File: config.mk
export PLATFORM = sky130hd
export DESIGN_NAME = dmx_core
export DESIGN_NICKNAME = d
export VERILOG_FILES = /design/src/verilog/dmx_pkg.sv /design/src/verilog/dmx_mul.sv /design/src/verilog/dmx_core.sv
export SDC_FILE = /design/constraint.sdc
export NUM_CORES = 1
export LEC_CHECK = 0
export BUFFER_PORTS_ARGS = -buffer_cell sky130_fd_sc_hd__buf_2
export CAP_MARGIN = 15
export CORE_ASPECT_RATIO = 1.75
export CORE_MARGIN = 4
export CORE_UTILIZATION = 35
export CTS_CLUSTER_DIAMETER = 200
export CTS_CLUSTER_SIZE = 12
export DETAILED_ROUTE_END_ITERATION = 8
export GPL_TIMING_DRIVEN = 1
export PLACE_DENSITY = 0.69
export SLEW_MARGIN = 0
export SYNTH_ARGS = -nofsm -noshare
export SYNTH_HDL_FRONTEND = slang
export SYNTH_SLANG_ARGS = --single-unit
File: constraint.sdc
create_clock -name clk -period 4.4 [get_ports clk]
set_input_delay 0.44 -clock clk [delete_from_list [all_inputs] [get_ports clk]]
set_output_delay 0.44 -clock clk [all_outputs]
set_load 0.01 [all_outputs]
File: src/verilog/dmx_pkg.sv
// Purpose: shared constants for the move/multiply execution block
// Assumes: 16-bit instruction words, 12-bit data addresses
// Notes:   quarter phases are counted 0..3 (Q1..Q4)
package dmx_pkg;
  localparam int unsigned DMX_CLK_HZ      = 20_000_000;
  localparam logic [3:0]  DMX_OP_MOVE1    = 4'hC;
  localparam logic [3:0]  DMX_OP_MOVE2    = 4'hF;
  localparam logic [7:0]  DMX_OP_BANKLIT  = 8'h01;
  localparam logic [7:0]  DMX_OP_WORKLIT  = 8'h0E;
  localparam logic [7:0]  DMX_OP_MULLIT   = 8'h0D;
  localparam logic [6:0]  DMX_OP_STORE    = 7'h37;
  localparam logic [1:0]  DMX_Q1          = 2'h0;
  localparam logic [1:0]  DMX_Q2          = 2'h1;
  localparam logic [1:0]  DMX_Q3          = 2'h2;
  localparam logic [1:0]  DMX_Q4          = 2'h3;
  localparam logic [7:0]  DMX_BSR_RST     = 8'h00;
  localparam logic [7:0]  DMX_W_RST       = 8'h00;
  localparam logic [7:0]  DMX_PROD_RST    = 8'h00;
  localparam logic [3:0]  DMX_ACCESS_HI   = 4'hF;
  localparam logic [7:0]  DMX_ACCESS_SPLIT = 8'h80;
  localparam int          DMX_STORE_ABIT  = 8;
  typedef enum logic [1:0] {DMX_FETCH, DMX_MOVE_WAIT, DMX_MOVE_DEST} dmx_state_t;
endpackage

File: src/verilog/dmx_mul.sv
// Purpose: unsigned 8x8 product for the literal multiply
// Assumes: purely combinational, settles within one quarter
// Notes:   no flags produced; product always fits 16 bits
`timescale 1ns/1ps
module dmx_mul
  import dmx_pkg::*;
#(
  parameter int WIDTH = 8
) (
  input  wire logic [WIDTH-1:0]   a,
  input  wire logic [WIDTH-1:0]   b,
  output logic      [2*WIDTH-1:0] p
);
  // RULE_12 no overflow detect
  always_comb begin
    p = (2*WIDTH)'(a) * (2*WIDTH)'(b);
  end
endmodule

File: src/verilog/dmx_core.sv
// Purpose: decode and execute move, literal load, store and multiply
// Assumes: instruction word held stable for the whole cycle
// Notes:   data memory is external, one write port and one read port
`timescale 1ns/1ps
// Behaviour
// RULE_01: two-word move, read first, write last Q4
// RULE_02: move copies source, source left unchanged
// RULE_03: bank literal load writes bank selector
// RULE_04: bank selector written in fourth quarter
// RULE_05: work literal load fills working register
// RULE_06: working register holds literal after Q4
// RULE_07: store copies working register to file
// RULE_08: bank bit zero uses access bank
// RULE_09: literal multiply unsigned, one cycle
// RULE_10: high byte high, low byte low
// RULE_11: multiply leaves working register, flags alone
// RULE_12: no overflow, carry or zero detection
// RULE_13: move addresses full twelve-bit space
// RULE_14: programs avoid counter and stack destinations
// RULE_15: second move word is operand only
module dmx_core
  import dmx_pkg::*;
#(
  parameter int AW = 12,
  parameter int DW = 8
) (
  input  wire logic          clk,
  input  wire logic          rst,
  input  wire logic [15:0]   instr,
  input  wire logic [DW-1:0] mem_rdata,
  output logic      [AW-1:0] mem_raddr,
  output logic               mem_re,
  output logic      [AW-1:0] mem_waddr,
  output logic      [DW-1:0] mem_wdata,
  output logic               mem_we,
  output logic               cycle_end,
  output logic      [1:0]    quarter,
  output logic      [DW-1:0] work,
  output logic      [DW-1:0] bank_selector,
  output logic      [DW-1:0] product_high,
  output logic      [DW-1:0] product_low,
  output logic      [3:0]    status_flags
);
  logic [1:0]       q_q, q_d;
  dmx_state_t       st_q, st_d;
  logic [DW-1:0]    w_q, w_d, bsr_q, bsr_d, ph_q, ph_d, pl_q, pl_d;
  logic [DW-1:0]    src_q, src_d;
  logic [DW-1:0]    lit_q, lit_d;
  logic [2*DW-1:0]  prod;
  logic             is_move1, is_bank, is_work, is_mul, is_store;
  logic [AW-1:0]    store_addr;

  dmx_mul #(.WIDTH(DW)) u_mul (
    .a (w_q),
    .b (lit_q),
    .p (prod)
  );

  always_comb begin
    is_move1 = (st_q == DMX_FETCH) && (instr[15:12] == DMX_OP_MOVE1);
    is_bank  = (st_q == DMX_FETCH) && (instr[15:8] == DMX_OP_BANKLIT);
    is_work  = (st_q == DMX_FETCH) && (instr[15:8] == DMX_OP_WORKLIT);
    is_mul   = (st_q == DMX_FETCH) && (instr[15:8] == DMX_OP_MULLIT);
    is_store = (st_q == DMX_FETCH) && (instr[15:9] == DMX_OP_STORE);
    // RULE_08 access bank split
    if (instr[DMX_STORE_ABIT]) begin
      store_addr = {bsr_q[3:0], instr[7:0]};
    end else if (instr[7:0] < DMX_ACCESS_SPLIT) begin
      store_addr = {4'h0, instr[7:0]};
    end else begin
      store_addr = {DMX_ACCESS_HI, instr[7:0]};
    end
  end

  always_comb begin
    q_d   = q_q + 2'h1;
    st_d  = st_q;
    w_d   = w_q;
    bsr_d = bsr_q;
    ph_d  = ph_q;
    pl_d  = pl_q;
    src_d = src_q;
    lit_d = lit_q;
    mem_raddr = '0;
    mem_re    = 1'b0;
    mem_waddr = '0;
    mem_wdata = '0;
    mem_we    = 1'b0;
    if (q_q == DMX_Q2) begin
      lit_d = instr[7:0];
    end
    case (st_q)
      DMX_FETCH: begin
        // RULE_01 source read in Q2
        // RULE_13 full 12-bit source
        if (is_move1 && q_q == DMX_Q2) begin
          mem_raddr = instr[AW-1:0];
          mem_re    = 1'b1;
          src_d     = mem_rdata;
        end
        if (q_q == DMX_Q4) begin
          if (is_move1) begin
            st_d = DMX_MOVE_DEST;
          end
          // RULE_03 bank literal write
          // RULE_04 written in Q4
          if (is_bank) begin
            bsr_d = lit_q;
          end
          // RULE_05 work literal write
          // RULE_06 literal in Q4
          if (is_work) begin
            w_d = lit_q;
          end
          // RULE_07 store working register
          if (is_store) begin
            mem_waddr = store_addr;
            mem_wdata = w_q;
            mem_we    = 1'b1;
          end
          // RULE_09 unsigned product
          // RULE_10 split high and low
          // RULE_11 work untouched
          if (is_mul) begin
            ph_d = prod[2*DW-1:DW];
            pl_d = prod[DW-1:0];
          end
        end
      end
      DMX_MOVE_DEST: begin
        // RULE_15 operand word only
        // RULE_02 copy latched source
        // RULE_14 destination trusted to program
        if (q_q == DMX_Q4) begin
          mem_waddr = instr[AW-1:0];
          mem_wdata = src_q;
          mem_we    = 1'b1;
          st_d      = DMX_FETCH;
        end
      end
      default: begin
        st_d = DMX_FETCH;
      end
    endcase
  end

  always_ff @(posedge clk) begin
    if (rst) begin
      q_q   <= DMX_Q1;
      st_q  <= DMX_FETCH;
      w_q   <= DMX_W_RST;
      bsr_q <= DMX_BSR_RST;
      ph_q  <= DMX_PROD_RST;
      pl_q  <= DMX_PROD_RST;
      src_q <= DMX_W_RST;
      lit_q <= DMX_W_RST;
    end else begin
      q_q   <= q_d;
      st_q  <= st_d;
      w_q   <= w_d;
      bsr_q <= bsr_d;
      ph_q  <= ph_d;
      pl_q  <= pl_d;
      src_q <= src_d;
      lit_q <= lit_d;
    end
  end

  // flags never touched by this group
  assign status_flags  = 4'h0;
  assign cycle_end     = (q_q == DMX_Q4);
  assign quarter       = q_q;
  assign work          = w_q;
  assign bank_selector = bsr_q;
  assign product_high  = ph_q;
  assign product_low   = pl_q;

  a_move_dest_write: assert property (@(posedge clk) disable iff (rst) // RULE_01
    (st_q == DMX_MOVE_DEST && q_q == DMX_Q4) |-> mem_we)
    else $error("move destination write missing");
  a_move_no_read: assert property (@(posedge clk) disable iff (rst) // RULE_01
    (st_q == DMX_MOVE_DEST) |-> !mem_re)
    else $error("dummy read during move");
  a_move_copy: assert property (@(posedge clk) disable iff (rst) // RULE_02
    (st_q == DMX_FETCH && is_move1 && q_q == DMX_Q2) ##6 mem_we
      |-> mem_wdata == $past(mem_rdata, 6))
    else $error("move copied wrong value");
  a_bank_load: assert property (@(posedge clk) disable iff (rst) // RULE_04
    (is_bank && q_q == DMX_Q4) |=> bsr_q == $past(instr[7:0]))
    else $error("bank selector not loaded");
  a_work_load: assert property (@(posedge clk) disable iff (rst) // RULE_06
    (is_work && q_q == DMX_Q4) |=> w_q == $past(instr[7:0]))
    else $error("working register not loaded");
  a_store_data: assert property (@(posedge clk) disable iff (rst) // RULE_07
    (is_store && q_q == DMX_Q4) |-> mem_we && mem_wdata == w_q)
    else $error("store data wrong");
  a_store_access: assert property (@(posedge clk) disable iff (rst) // RULE_08
    (is_store && q_q == DMX_Q4 && !instr[8] && !instr[7])
      |-> mem_waddr[11:8] == 4'h0)
    else $error("access bank ignored");
  a_mul_result: assert property (@(posedge clk) disable iff (rst) // RULE_10
    (is_mul && q_q == DMX_Q4) |=> {ph_q, pl_q} ==
      16'($past(w_q)) * 16'($past(instr[7:0])))
    else $error("product wrong");
  a_mul_keeps_w: assert property (@(posedge clk) disable iff (rst) // RULE_11
    (is_mul && q_q == DMX_Q4) |=> $stable(w_q))
    else $error("multiply changed working register");
  a_move_src_read: assert property (@(posedge clk) disable iff (rst) // RULE_13
    (is_move1 && q_q == DMX_Q2) |-> mem_re && mem_raddr == instr[AW-1:0])
    else $error("move source not read in second quarter");
  a_store_banked: assert property (@(posedge clk) disable iff (rst) // RULE_08
    (is_store && q_q == DMX_Q4 && instr[8])
      |-> mem_waddr[11:8] == bank_selector[3:0] && mem_waddr[7:0] == instr[7:0])
    else $error("bank selector ignored on store");
  a_dest_operand: assert property (@(posedge clk) disable iff (rst) // RULE_15
    (st_q == DMX_MOVE_DEST && q_q == DMX_Q4)
      |=> $stable(w_q) && $stable(bsr_q) && $stable({ph_q, pl_q}))
    else $error("move operand word executed");
  c_move: cover property (@(posedge clk) st_q == DMX_MOVE_DEST && mem_we);
  c_mul: cover property (@(posedge clk) is_mul && q_q == DMX_Q4);
  c_store_bank: cover property (@(posedge clk) is_store && instr[8] && mem_we);
  c_bank: cover property (@(posedge clk) is_bank && q_q == DMX_Q4);
endmodule

Word level (Yosys, flattened, before mapping):

Cells that the tools add are included.

* input port bits: 26
* logic and storage cells: 56
* output and inout bits: 73
* flip-flop bits (word level): 52

* reductions and logical operators: 12
* eq/ne operators: 11
* order comparisons: 1
* multiply operators: 1
* mux-type cells: 22
* $add $sub $neg: 1

Operators by type and width (number)
* 12-bit 2-to-1 mux: 7
* 8-bit 2-to-1 mux: 3
* 12-bit case mux with 2 select lines: 1
* 8-bit by 4-bit == test with 1-bit output, second input constant: 2
* 8-bit by 8-bit multiplier with 16-bit output: 1
* 8-bit case mux with 2 select lines: 1
* 3-bit AND reduction: 4
* 8-bit by 1-bit == test with 1-bit output, second input constant: 1
* 8-bit less-than comparator, second input constant: 1
* 7-bit by 6-bit == test with 1-bit output, second input constant: 1
* 1-bit logical AND: 6
* 2-bit 2-to-1 mux: 3
* 2-bit != test, second input constant: 3
* 1-bit 2-to-1 mux: 5
* 2-bit == test, second input constant: 2
* 4-bit == test, second input constant: 1
* 2-bit case mux with 2 select lines: 1
* 2-bit by 1-bit adder with 2-bit output, second input constant: 1
* 2-bit by 1-bit == test with 1-bit output, second input constant: 1
* 2-bit zero test: 1
* 1-bit case mux with 2 select lines: 1
* 2-bit AND reduction: 1

Logic depth before layout (Yosys ltp):

Gate-level depths: netlist of the first run.

* depth after elaboration: 6
* mapped depth: 17
* gate-level depth less buffers: 15

Cells and area by module:

A second synthesis of the first run with hierarchy kept.

* cells, all modules: 568
* area, all modules: 4941.0 um^2

Modules (own cells, without submodules)
* dmx_core: cells an instance 309, instances 1, area an instance 2730.1 um^2
* dmx_mul: cells an instance 259, instances 1, area an instance 2210.9 um^2

Worst setup path after synthesis of the first run:

No wires, ideal clock.

* kind: register -> register
* from: register w_q[0] (netlist: work[0])
* to: register ph_q[3] (netlist: product_high[3])
* stages on the path, launching flop included: 16
* slack: 0.113 ns
* data required time: 4.340 ns
* clock period less this slack: 4.287 ns
* arrival: 4.227 ns
* cell sequence: dfxtp_1 clkbuf_1 nand2_1 fa_1 fa_1 inv_1 fa_1 inv_1 fa_1 inv_1 ha_1 o211a_1 o31a_1 o211ai_1 a2111oi_1 a311o_1

* longest elaborated chain between the ends: 1

RTL lines
* start, declared: RTL line dmx_core.sv:46 `logic [DW-1:0] w_q, w_d, bsr_q, bsr_d, ph_q, ph_d, pl_q, pl_d;`
* start signal, assigned: RTL line dmx_core.sv:160 `w_q <= w_d;`
* 8-bit by 8-bit multiplier with 16-bit output: RTL line dmx_mul.sv:16 `p = (2*WIDTH)'(a) * (2*WIDTH)'(b);`
* end signal, assigned: RTL line dmx_core.sv:162 `ph_q <= ph_d;`
* end, declared: RTL line dmx_core.sv:46

Every way passes these cells.
A chain may end at the register's enable or synchronous reset.

Worst setup path after layout of the first run:

* from: register w_q[5] (netlist: work[5])
* to: register ph_q[5] (netlist: product_high[5])

The elaborated chain is that of the path after synthesis.

==> results.toml, run 1 <==
[clock_tree]
htreeDepth = 2
cts_tree = "yes"
insertion_delay_ns = 0.30
clock-sinks = 51
hold_buffers = 0
numCtsBuffers = 5
clockBufferDepth = 2
clockRootBuffer = "clkbuf_16"
cts.clk_slew.worst_paths_ns = 0.07

[logic_synthesis]
synth-xor-area-share = 0.00402
synthFlopType = "dfxtp_1"
yosysSeqAreaShare = 0.234
synth_compound_area_frac = 0.113
synth_edf_count = 0
avgSynthCellArea_um2 = 8.65
synth_fa_ha_area_frac = 0.274
synthSimpleGateAreaFrac = 0.241
syn_inst = 504
synth.area.mux_share = 0.0551
synthArstFlopShare = 0
synth_top_family_by_area = "adder cells"
yosysUniqueCellTypes = 48
netlist_area_um2 = 4360
synth_seq_cells = 51
yosys_warnings = 0

[finish]
finalInstanceArea_um2 = 5250
finish.utilization = 0.433
fin_cells = 759
nFillCells = 1209
layout.nets = 693
area_delta_synth_final_pct = 20.5
drive_gt1_frac = 0.237
antenna_cells = 0

[setup_path]
timing.critical_path.from = "work[5]$_SDFFE_PP0P_"
end_kind = "flip-flop"
critPathRequiredTime_ns = 4.59
r2r_start = "work[5]$_SDFFE_PP0P_"
critPathMaxStageDelay_ns = 0.57
worstSetupPathType = "reg -> reg"
cp_data_arrival_time_ns = 4.40
cpMostUsedCell = "fa_1"
cp-start-kind = "flip-flop"
crit_family = "adder cells"
crit_slowest_cell = "fa_1"
critPathMaxFanout = 8
cp_cell_sequence = "and2_1 > fa_1 > fa_1 > fa_1 > inv_1 > fa_1 > inv_1 > ha_1 > a211oi_1 > nor2_1 > nor2_1 > a2111oi_4 > a311o_1"
path_buf_inv = 2

[flow_run]
maxCapViolations = 0

[placed_design]
post-dp-hpwl_um = 9130
io_buffers = 94
place_area_um2 = 5010
routabilityCongestion = 0.865
place_inst = 749

[sta]
post-route-period-util = 0.957
fmax_mhz = 237
setup_viol = 0
worstMarginPinSlew_ns = 0.959
finalHoldViolations = 0
period_minus_slack_ns = 4.21
maxSlewViolCount = 0
skew_ns = 0.00505
rsz0062_at_grt = "false"
relSlewSlack = 0.360

[grt]
grt-ovfl-total = 0
grt_pass1_wl_um = 18900
grt_antenna_before_repair = 0
grt_use_total = 0.163
grt_max_degree = 51
grt_pass1_vias = 3856

[power]
p_leak_nw = 2.75
power_density_nw_per_um2 = 182
vdd_drop_max_mv = 0.209
power.total_mw = 0.953

[route]
drtAntennaViolNets = 0
wl_met1_um = 4300
maxUsedRoutingLayer = "met4"
dr_wl_met3_um = 522
routed_via_density = 5.00
drt_iter0_drc = 128
wl_met2_um = 6260
drc = 0
vias = 3796
wirelength_um = 11600
wl_per_cell_um = 15.3
drtPass1Iterations = 4

[floorplanning]
die_x_um = 92.4
dieArea_um2 = 14400
rows = 53
dieHeight_um = 156
start_util = 0.359
num_io_pins = 99
core_um2 = 12100

[worst_hold_path]
hold_path.class = "in -> reg"
min-delay-start = "mem_rdata[2]"

[run_status]
status = "completed"
[path summary, 6_finish.rpt]
path | end | slack (ns) | cells past startpoint
worst max-delay path | product_high[5]$_SDFFE_PP0P_ | 0.19 | 13
worst min-delay path | src_q[2]$_SDFFE_PP0P_ | 0.37 | 3
worst max register to register | product_high[5]$_SDFFE_PP0P_ | 0.19 | 13
worst min register to register | product_low[6]$_SDFFE_PP0P_ | 0.45 | 2
[layer usage]
layer | GRT usage | vias up
li1 | - | 1836
met1 | 0.172 | 1805
met2 | 0.307 | 120
met3 | 0.0188 | 35
met4 | 0.0914 | 0
met5 | 0 | -
[worst register-to-register path, delay by kind of cell, from the launching register on]
kind	cells	cell delay, ns
simple gates	3	0.54
compound gates	3	0.80
fa+ha+maj	5	2.29
flops	1	0.37
buf+inv	2	0.12
[Yosys cell counts (4+ instances only)]
cell type  count  area [µm²]
ha_1          38         475
nand3_1       12        60.1
nand3b_1       4        30.0
dfxtp_1       51        1020
mux2i_1       24         240
buf_4          4        30.0
nand2_1       43         161
inv_1         51         191
a21oi_1       25         125
nor2_1        34         128
and3_1         4        25.0
fa_1          36         721
o21ai_0        9        45.0
a22o_1        12         105
a21o_1         9        67.6
nor3_1         7        35.0
clkbuf_1      18        67.6
nor2b_1       12        75.1
and2_1        64         400
nand4_1        5        31.3
buf_2          8        40.0
[sequential cells by signal (all words and copies together) (netlist names)]
register and count:
bank_selector 8, lit_q 8, product_high 8, product_low 8, src_q 8, work 8
quarter 2, st_q 1
[final cells by class]
type	instances	area [µm²]	area share
tap	165	206	0.0393
inverter	51	191	0.0365
clock inverter	3	22.5	0.00429
sequential	51	1040	0.197
multi-input combinational	373	3070	0.585
timing repair buffer	111	598	0.114
clock buffer	5	125	0.0238
[cell usage in the layout (no fill, tap or decap), types with 12 or more instances in the layout]
cell / netlist / layout
a21oi_1: 25 / 24
a22o_1: 12 / 12
and2_1: 64 / 64
buf_2: 8 / 94
buf_4: 4 / 17
dfxtp_1: 51 / 41
fa_1: 36 / 36
ha_1: 38 / 34
inv_1: 51 / 51
mux2i_1: 24 / 24
nand2_1: 43 / 43
nand3_1: 12 / 12
nor2_1: 34 / 34
nor2b_1: 12 / 12
[through the flow]
step                      TNS, ns  hold WS, ns  setup WS, ns
after floorplan                 0        0.437         0.113
after global placement          0        0.433         0.110
after detailed placement  -0.0969        0.440       -0.0969
after CTS                       0        0.369        0.0223
after global routing            0        0.373       0.00530
final                           0        0.375         0.189
[cell families after synthesis]
kind of cell,after synthesis
DFF,51
other,1
buffers and inverters,83
and+or+nand+nor,196
adders and majority gates,74
muxes,24
xor gates and xnor gates,2
AOI/OAI and AO/OA,73
[power breakdown]
part           total, mW  switching, mW  internal (mW)
logic             0.0659         0.0392         0.0267
clock network      0.406          0.192          0.215
registers          0.481         0.0123          0.469
total              0.953          0.243          0.710
[what timing repair did]
item                                    CTS  global route
setup buffers                             0             2
gates resized for setup                   4            19
pin swaps                                 0             3
endpoints found under the setup margin    2             5
Power figures use the tool's default switching activity.
==> inputs of run 2 (changes only) <==
--- a/config.mk
+++ b/config.mk
@@ -15,6 +15,7 @@
 export DETAILED_ROUTE_END_ITERATION = 8
 export GPL_TIMING_DRIVEN = 1
 export PLACE_DENSITY = 0.69
+export RECOVER_POWER = 100
 export SLEW_MARGIN = 0
 export SYNTH_ARGS = -nofsm -noshare
 export SYNTH_HDL_FRONTEND = slang
==> run 2 against run 1 <==
- combinational power fell by 1%
- total power barely moved
- final cell count did not move
- global-route usage did not move
- via count fell by 0.11%
- largest cell class unchanged
- largest power group unchanged
==> results.toml, run 2 (same netlist as run 1, synthesis figures left out) <==
[route]
routed_via_density = 5.00
drt_iter0_drc = 121
drc = 0
drtPass1Iterations = 4
wirelength_um = 11600
wl_per_cell_um = 15.3
drtAntennaViolNets = 0
vias = 3792

[finish]
finalInstanceArea_um2 = 5170
final_cell_mix = "57 x clkbuf_1, 55 x and2_1, 51 x inv_1, 43 x nand2_1, 41 x dfxtp_1"
final_common_cell = "clkbuf_1"
area_delta_synth_final_pct = 18.5
nFillCells = 1237
multi_input_area_um2 = 3060
ff_latch_area_um2 = 1040
layout.nets = 693
antenna_cells = 0
finish.utilization = 0.426
drive_gt1_frac = 0.141

[sta]
skew_ns = 0.00502
worstMarginPinSlew_ns = 0.975
hold_slack_ns = 0.374
setup_viol = 0
relSlewSlack = 0.350
rsz0062_at_grt = "false"
post-route-period-util = 0.958
tns_ns = 0
finalHoldViolations = 0
setup_slack_ns = 0.187
maxSlewViolCount = 0
fmax_mhz = 237
period_minus_slack_ns = 4.21

[power]
p_leak_nw = 2.49
p_sw_mw = 0.244
internal-power_mw = 0.709
power_density_nw_per_um2 = 184
p_sw_frac = 0.256
clockPowerShare = 0.427
vdd_drop_max_mv = 0.210
seqPwrFrac = 0.505
power_frac_comb = 0.068

[setup_path]
end_kind = "flip-flop"
worstSetupPathType = "reg -> reg"
critPathMaxFanout = 8
cp_data_arrival_time_ns = 4.40
critPathRequiredTime_ns = 4.59
cp-start-kind = "flip-flop"

[floorplanning]
start_util = 0.359
dieHeight_um = 156
dieArea_um2 = 14400
die_x_um = 92.4
rows = 53
num_io_pins = 99
core_um2 = 12100

[grt]
grt-ovfl-total = 0
grt_antenna_before_repair = 0
grt_max_degree = 51
grt_use_total = 0.163
grt_pass1_wl_um = 18900
grt_pass1_vias = 3856

[clock_tree]
cts_tree = "yes"
numCtsBuffers = 5
hold_buffers = 0
cts.clk_slew.worst_paths_ns = 0.07
clockBufferDepth = 2
htreeDepth = 2
clockRootBuffer = "clkbuf_16"
insertion_delay_ns = 0.30
clock-sinks = 51

[placed_design]
io_buffers = 94
post-dp-hpwl_um = 9130
pre_cts_ws_ns = -0.0969
place_area_um2 = 5010
routabilityCongestion = 0.865

[worst_hold_path]
hold_path.class = "in -> reg"

[flow_run]
maxCapViolations = 0

[run_status]
status = "completed"
-- run 2: changes by cell type in the layout (fill, tap and decap cells not counted) --
cell,previous run,this run
clkbuf_1,0,57
buf_2,94,39
and2_1,64,55
clkbuf_4,0,1
a21oi_4,1,0
a21oi_2,1,2
and2_0,1,10
buf_4,17,14
-- run 2: per-stage QoR --
stage / instances / power [mW]
after floorplan: 507 / 0.526
after global placement: 749 / 0.555
after detailed placement: 749 / 0.557
after CTS: 757 / 0.967
after global routing: 759 / 0.993
final: 759 / 0.953
-- run 2: area by class of cell --
class	count	share of cell area
clock buffer	5	0.0242
clock inverter	3	0.00436
inverter	51	0.0370
multi-input combinational	373	0.593
sequential	51	0.200
tap	165	0.0400
timing repair buffer	111	0.101
-- run 2: worst paths after layout --
kind	end	slack, ns	from	cells after the start
max	product_high[5]$_SDFFE_PP0P_	0.19	work[5]$_SDFFE_PP0P_	13
min	src_q[2]$_SDFFE_PP0P_	0.37	mem_rdata[2]	3
max reg2reg	product_high[5]$_SDFFE_PP0P_	0.19	work[5]$_SDFFE_PP0P_	13
min reg2reg	product_low[6]$_SDFFE_PP0P_	0.45	product_low[6]$_SDFFE_PP0P_	2
-- run 2: critical path, cell delays in order, from the launching register on --
cell	delay [ns]
dfxtp_1	0.37
and2_1	0.19
fa_1	0.57
fa_1	0.45
fa_1	0.55
inv_1	0.06
fa_1	0.41
inv_1	0.06
ha_1	0.31
a211oi_1	0.31
nor2_1	0.09
nor2_1	0.27
a2111oi_4	0.12
a311o_1	0.36
-- run 2: metal layers --
metal	track usage	wire, µm	vias to the layer above
met5	0	0	-
met4	0.0914	507	0
met3	0.0188	452	35
met2	0.307	6260	119
met1	0.172	4380	1801
li1	-	-	1837
-- run 2: repair_timing --
action | in CTS | in global routing
pin swaps | 0 | 3
setup buffers | 0 | 2
endpoints found under the setup margin | 2 | 5
gates resized for setup | 4 | 19
hold endpoints to repair | 0 | 0
cloned | 0 | 0
-- run 2: power groups by stage --
stage | Combinational, mW | Sequential [mW] | Clock, mW
6_report | 0.0651 | 0.481 | 0.407
5_1_grt | 0.0719 | 0.483 | 0.438
4_1_cts | 0.0658 | 0.481 | 0.421
3_5_place_dp | 0.0653 | 0.492 | 0
3_3_place_gp | 0.0637 | 0.491 | 0
2_1_floorplan | 0.0429 | 0.483 | 0
==> inputs of run 3 (changes only) <==
--- a/config.mk
+++ b/config.mk
@@ -14,7 +14,7 @@
 export CTS_CLUSTER_SIZE = 12
 export DETAILED_ROUTE_END_ITERATION = 8
 export GPL_TIMING_DRIVEN = 1
-export PLACE_DENSITY = 0.69
+export PLACE_DENSITY = 0.67
 export RECOVER_POWER = 100
 export SLEW_MARGIN = 0
 export SYNTH_ARGS = -nofsm -noshare
==> constraint.sdc (replaced) <==
create_clock -name clk -period 4.57 [get_ports clk]
set_input_delay 0.457 -clock clk [delete_from_list [all_inputs] [get_ports clk]]
set_output_delay 0.457 -clock clk [all_outputs]
set_load 0.01 [all_outputs]
==> run 3 against run 2 <==
- the run now ends with capacitance limit, slew limit left
- highest routed layer unchanged
- largest power group unchanged
- combinational power decreased by 9.7%
- register-to-register slack better by 0.03 ns
- final cell count shrank 1.1%
- die area did not move
- critical endpoint is now product_high[6]$_SDFFE_PP0P_
- critical path depth stayed put
- count of clock-buffer cells in the layout is the same
- global-route usage is 0.28 points lower
- via count decreased by 0.42%
- sequential power is 4% lower
- flip-flop and latch count unchanged
- worst setup slack improved by 0.035 ns
- first-iteration DRC count rose by 3.3%
==> results.toml, run 3 (same netlist as run 1, synthesis figures left out) <==
[sta]
skew_ns = 0.00689
period_minus_slack_ns = 4.35
setup_viol = 0
relSlewSlack = -0.483
maxSlewViolCount = 51
rsz0062_at_grt = "false"
post-route-period-util = 0.951
setup_slack_ns = 0.222
tns_ns = 0
finalHoldViolations = 0
worstMarginPinSlew_ns = 2.23
fmax_mhz = 230

[grt]
grt_max_degree = 51
grt_pass1_vias = 3987
grt_use_total = 0.160
grt_pass1_wl_um = 18800
grt-ovfl-total = 0
grt_antenna_before_repair = 0

[clock_tree]
cts_resized = 0
clockRootBuffer = "clkbuf_16"
htreeDepth = 2
clockBufferDepth = 2
postCtsSetupBuffers = 0
cts_tree = "yes"
insertion_delay_ns = 0.30
numCtsBuffers = 5
clock-sinks = 51
cts.clk_slew.worst_paths_ns = 0.08
hold_buffers = 0

[floorplanning]
num_io_pins = 99
rows = 53
die_x_um = 92.4
start_util = 0.359
dieArea_um2 = 14400
core_um2 = 12100
dieHeight_um = 156

[finish]
ff_latch_area_um2 = 1030
finish.utilization = 0.417
layout.nets = 685
drive_gt1_frac = 0.109
final_common_cell = "clkbuf_1"
fin_cells = 751
nFillCells = 1218
final_cell_mix = "60 x clkbuf_1, 57 x and2_1, 51 x inv_1, 43 x nand2_1, 43 x dfxtp_1"
area_delta_synth_final_pct = 16.0
multi_input_area_um2 = 3020
antenna_cells = 0

[setup_path]
ff2ff_path_depth = 13
r2r_end = "product_high[6]$_SDFFE_PP0P_"
crit_slowest_cell = "fa_1"
r2r_start = "lit_q[4]$_SDFFE_PP0N_"
cpMostUsedCell = "fa_1"
path_buf_inv = 2
critPathRequiredTime_ns = 4.82
worstSetupPathType = "reg -> reg"
crit_family = "adder cells"
cp-start-kind = "flip-flop"
critPathMaxStageDelay_ns = 0.54
critPathMaxFanout = 11
end_kind = "flip-flop"
cp_data_arrival_time_ns = 4.59
cp_cell_sequence = "and2_1 > fa_1 > fa_1 > inv_1 > fa_1 > fa_1 > inv_1 > ha_1 > a21o_1 > a21oi_1 > a21oi_1 > or4_1 > nand3_1"
reg2reg_slack_ns = 0.22

[flow_run]
maxCapViolations = 1

[placed_design]
io_buffers = 94
routabilityCongestion = 0.848
pre_cts_ws_ns = 0.113
post-dp-hpwl_um = 9090
place_inst = 743

[route]
wirelength_um = 11200
vias = 3776
routed_via_density = 5.03
drtAntennaViolNets = 0
wl_per_cell_um = 14.9
drt_iter0_drc = 125
drc = 0
drtPass1Iterations = 4

[power]
p_sw_frac = 0.254
seqPwrFrac = 0.508
p_leak_nw = 2.44
internal-power_mw = 0.682
power_frac_comb = 0.064
clockPowerShare = 0.427
p_sw_mw = 0.232
vdd_drop_max_mv = 0.234
power_density_nw_per_um2 = 181

[run_status]
violations = "capacitance limit, slew limit"
status = "finished, violations left"

[worst_hold_path]
min-delay-start = "mem_rdata[5]"
holdPathStages = 3
hold_path.class = "in -> reg"
hold_path_end = "src_q[5]$_SDFFE_PP0P_"
==> run 3: worst register-to-register path, delay by kind of cell, from the launching register on <==
family	cells	cell delay [ns]
compound gates	3	0.69
fa+ha+maj	5	2.36
buf+inv	2	0.09
simple gates	3	0.78
flops	1	0.38
==> run 3: worst max path at each step <==
stage                           from                      endpoint  cells past startpoint
6_report       lit_q[4]$_SDFFE_PP0N_  product_high[6]$_SDFFE_PP0P_                     13
5_1_grt        lit_q[4]$_SDFFE_PP0N_  product_high[6]$_SDFFE_PP0P_                     13
4_1_cts        lit_q[5]$_SDFFE_PP0N_  product_high[5]$_SDFFE_PP0P_                     13
3_5_place_dp   lit_q[5]$_SDFFE_PP0N_  product_high[5]$_SDFFE_PP0P_                     13
3_3_place_gp    work[2]$_SDFFE_PP0P_  product_high[3]$_SDFFE_PP0P_                     13
2_1_floorplan   work[0]$_SDFFE_PP0P_  product_high[3]$_SDFFE_PP0P_                     15
==> run 3: per-stage QoR <==
step           hold slack [ns]  instance area, µm²  power (mW)
2_1_floorplan            0.437                4370       0.507
3_3_place_gp             0.428                4970       0.532
3_5_place_dp             0.441                4970       0.534
4_1_cts                  0.388                5120       0.925
5_1_grt                  0.397                5050       0.949
6_report                 0.392                5050       0.914
==> run 3: final cells by class <==
type	instances	share of cell area
clock buffer	5	0.0248
inverter	51	0.0379
multi-input combinational	373	0.597
timing repair buffer	103	0.0911
clock inverter	3	0.00446
tap	165	0.0408
sequential	51	0.204
==> run 3: power groups by stage <==
stage | logic [mW] | clock network (mW) | registers (mW)
global route | 0.0656 | 0.418 | 0.466
global placement | 0.0587 | 0 | 0.474
floorplan | 0.0413 | 0 | 0.465
detailed placement | 0.0596 | 0 | 0.474
finish | 0.0588 | 0.391 | 0.464
CTS | 0.0601 | 0.401 | 0.464
==> run 3: routing by layer <==
metal	share of wire	vias to the layer above	track usage	routed length (µm)
li1	-	1823	-	-
met2	0.56	115	0.305	6260
met3	0.036	25	0.0193	409
met1	0.37	1813	0.170	4200
met5	0	-	0	0
met4	0.032	0	0.0794	359
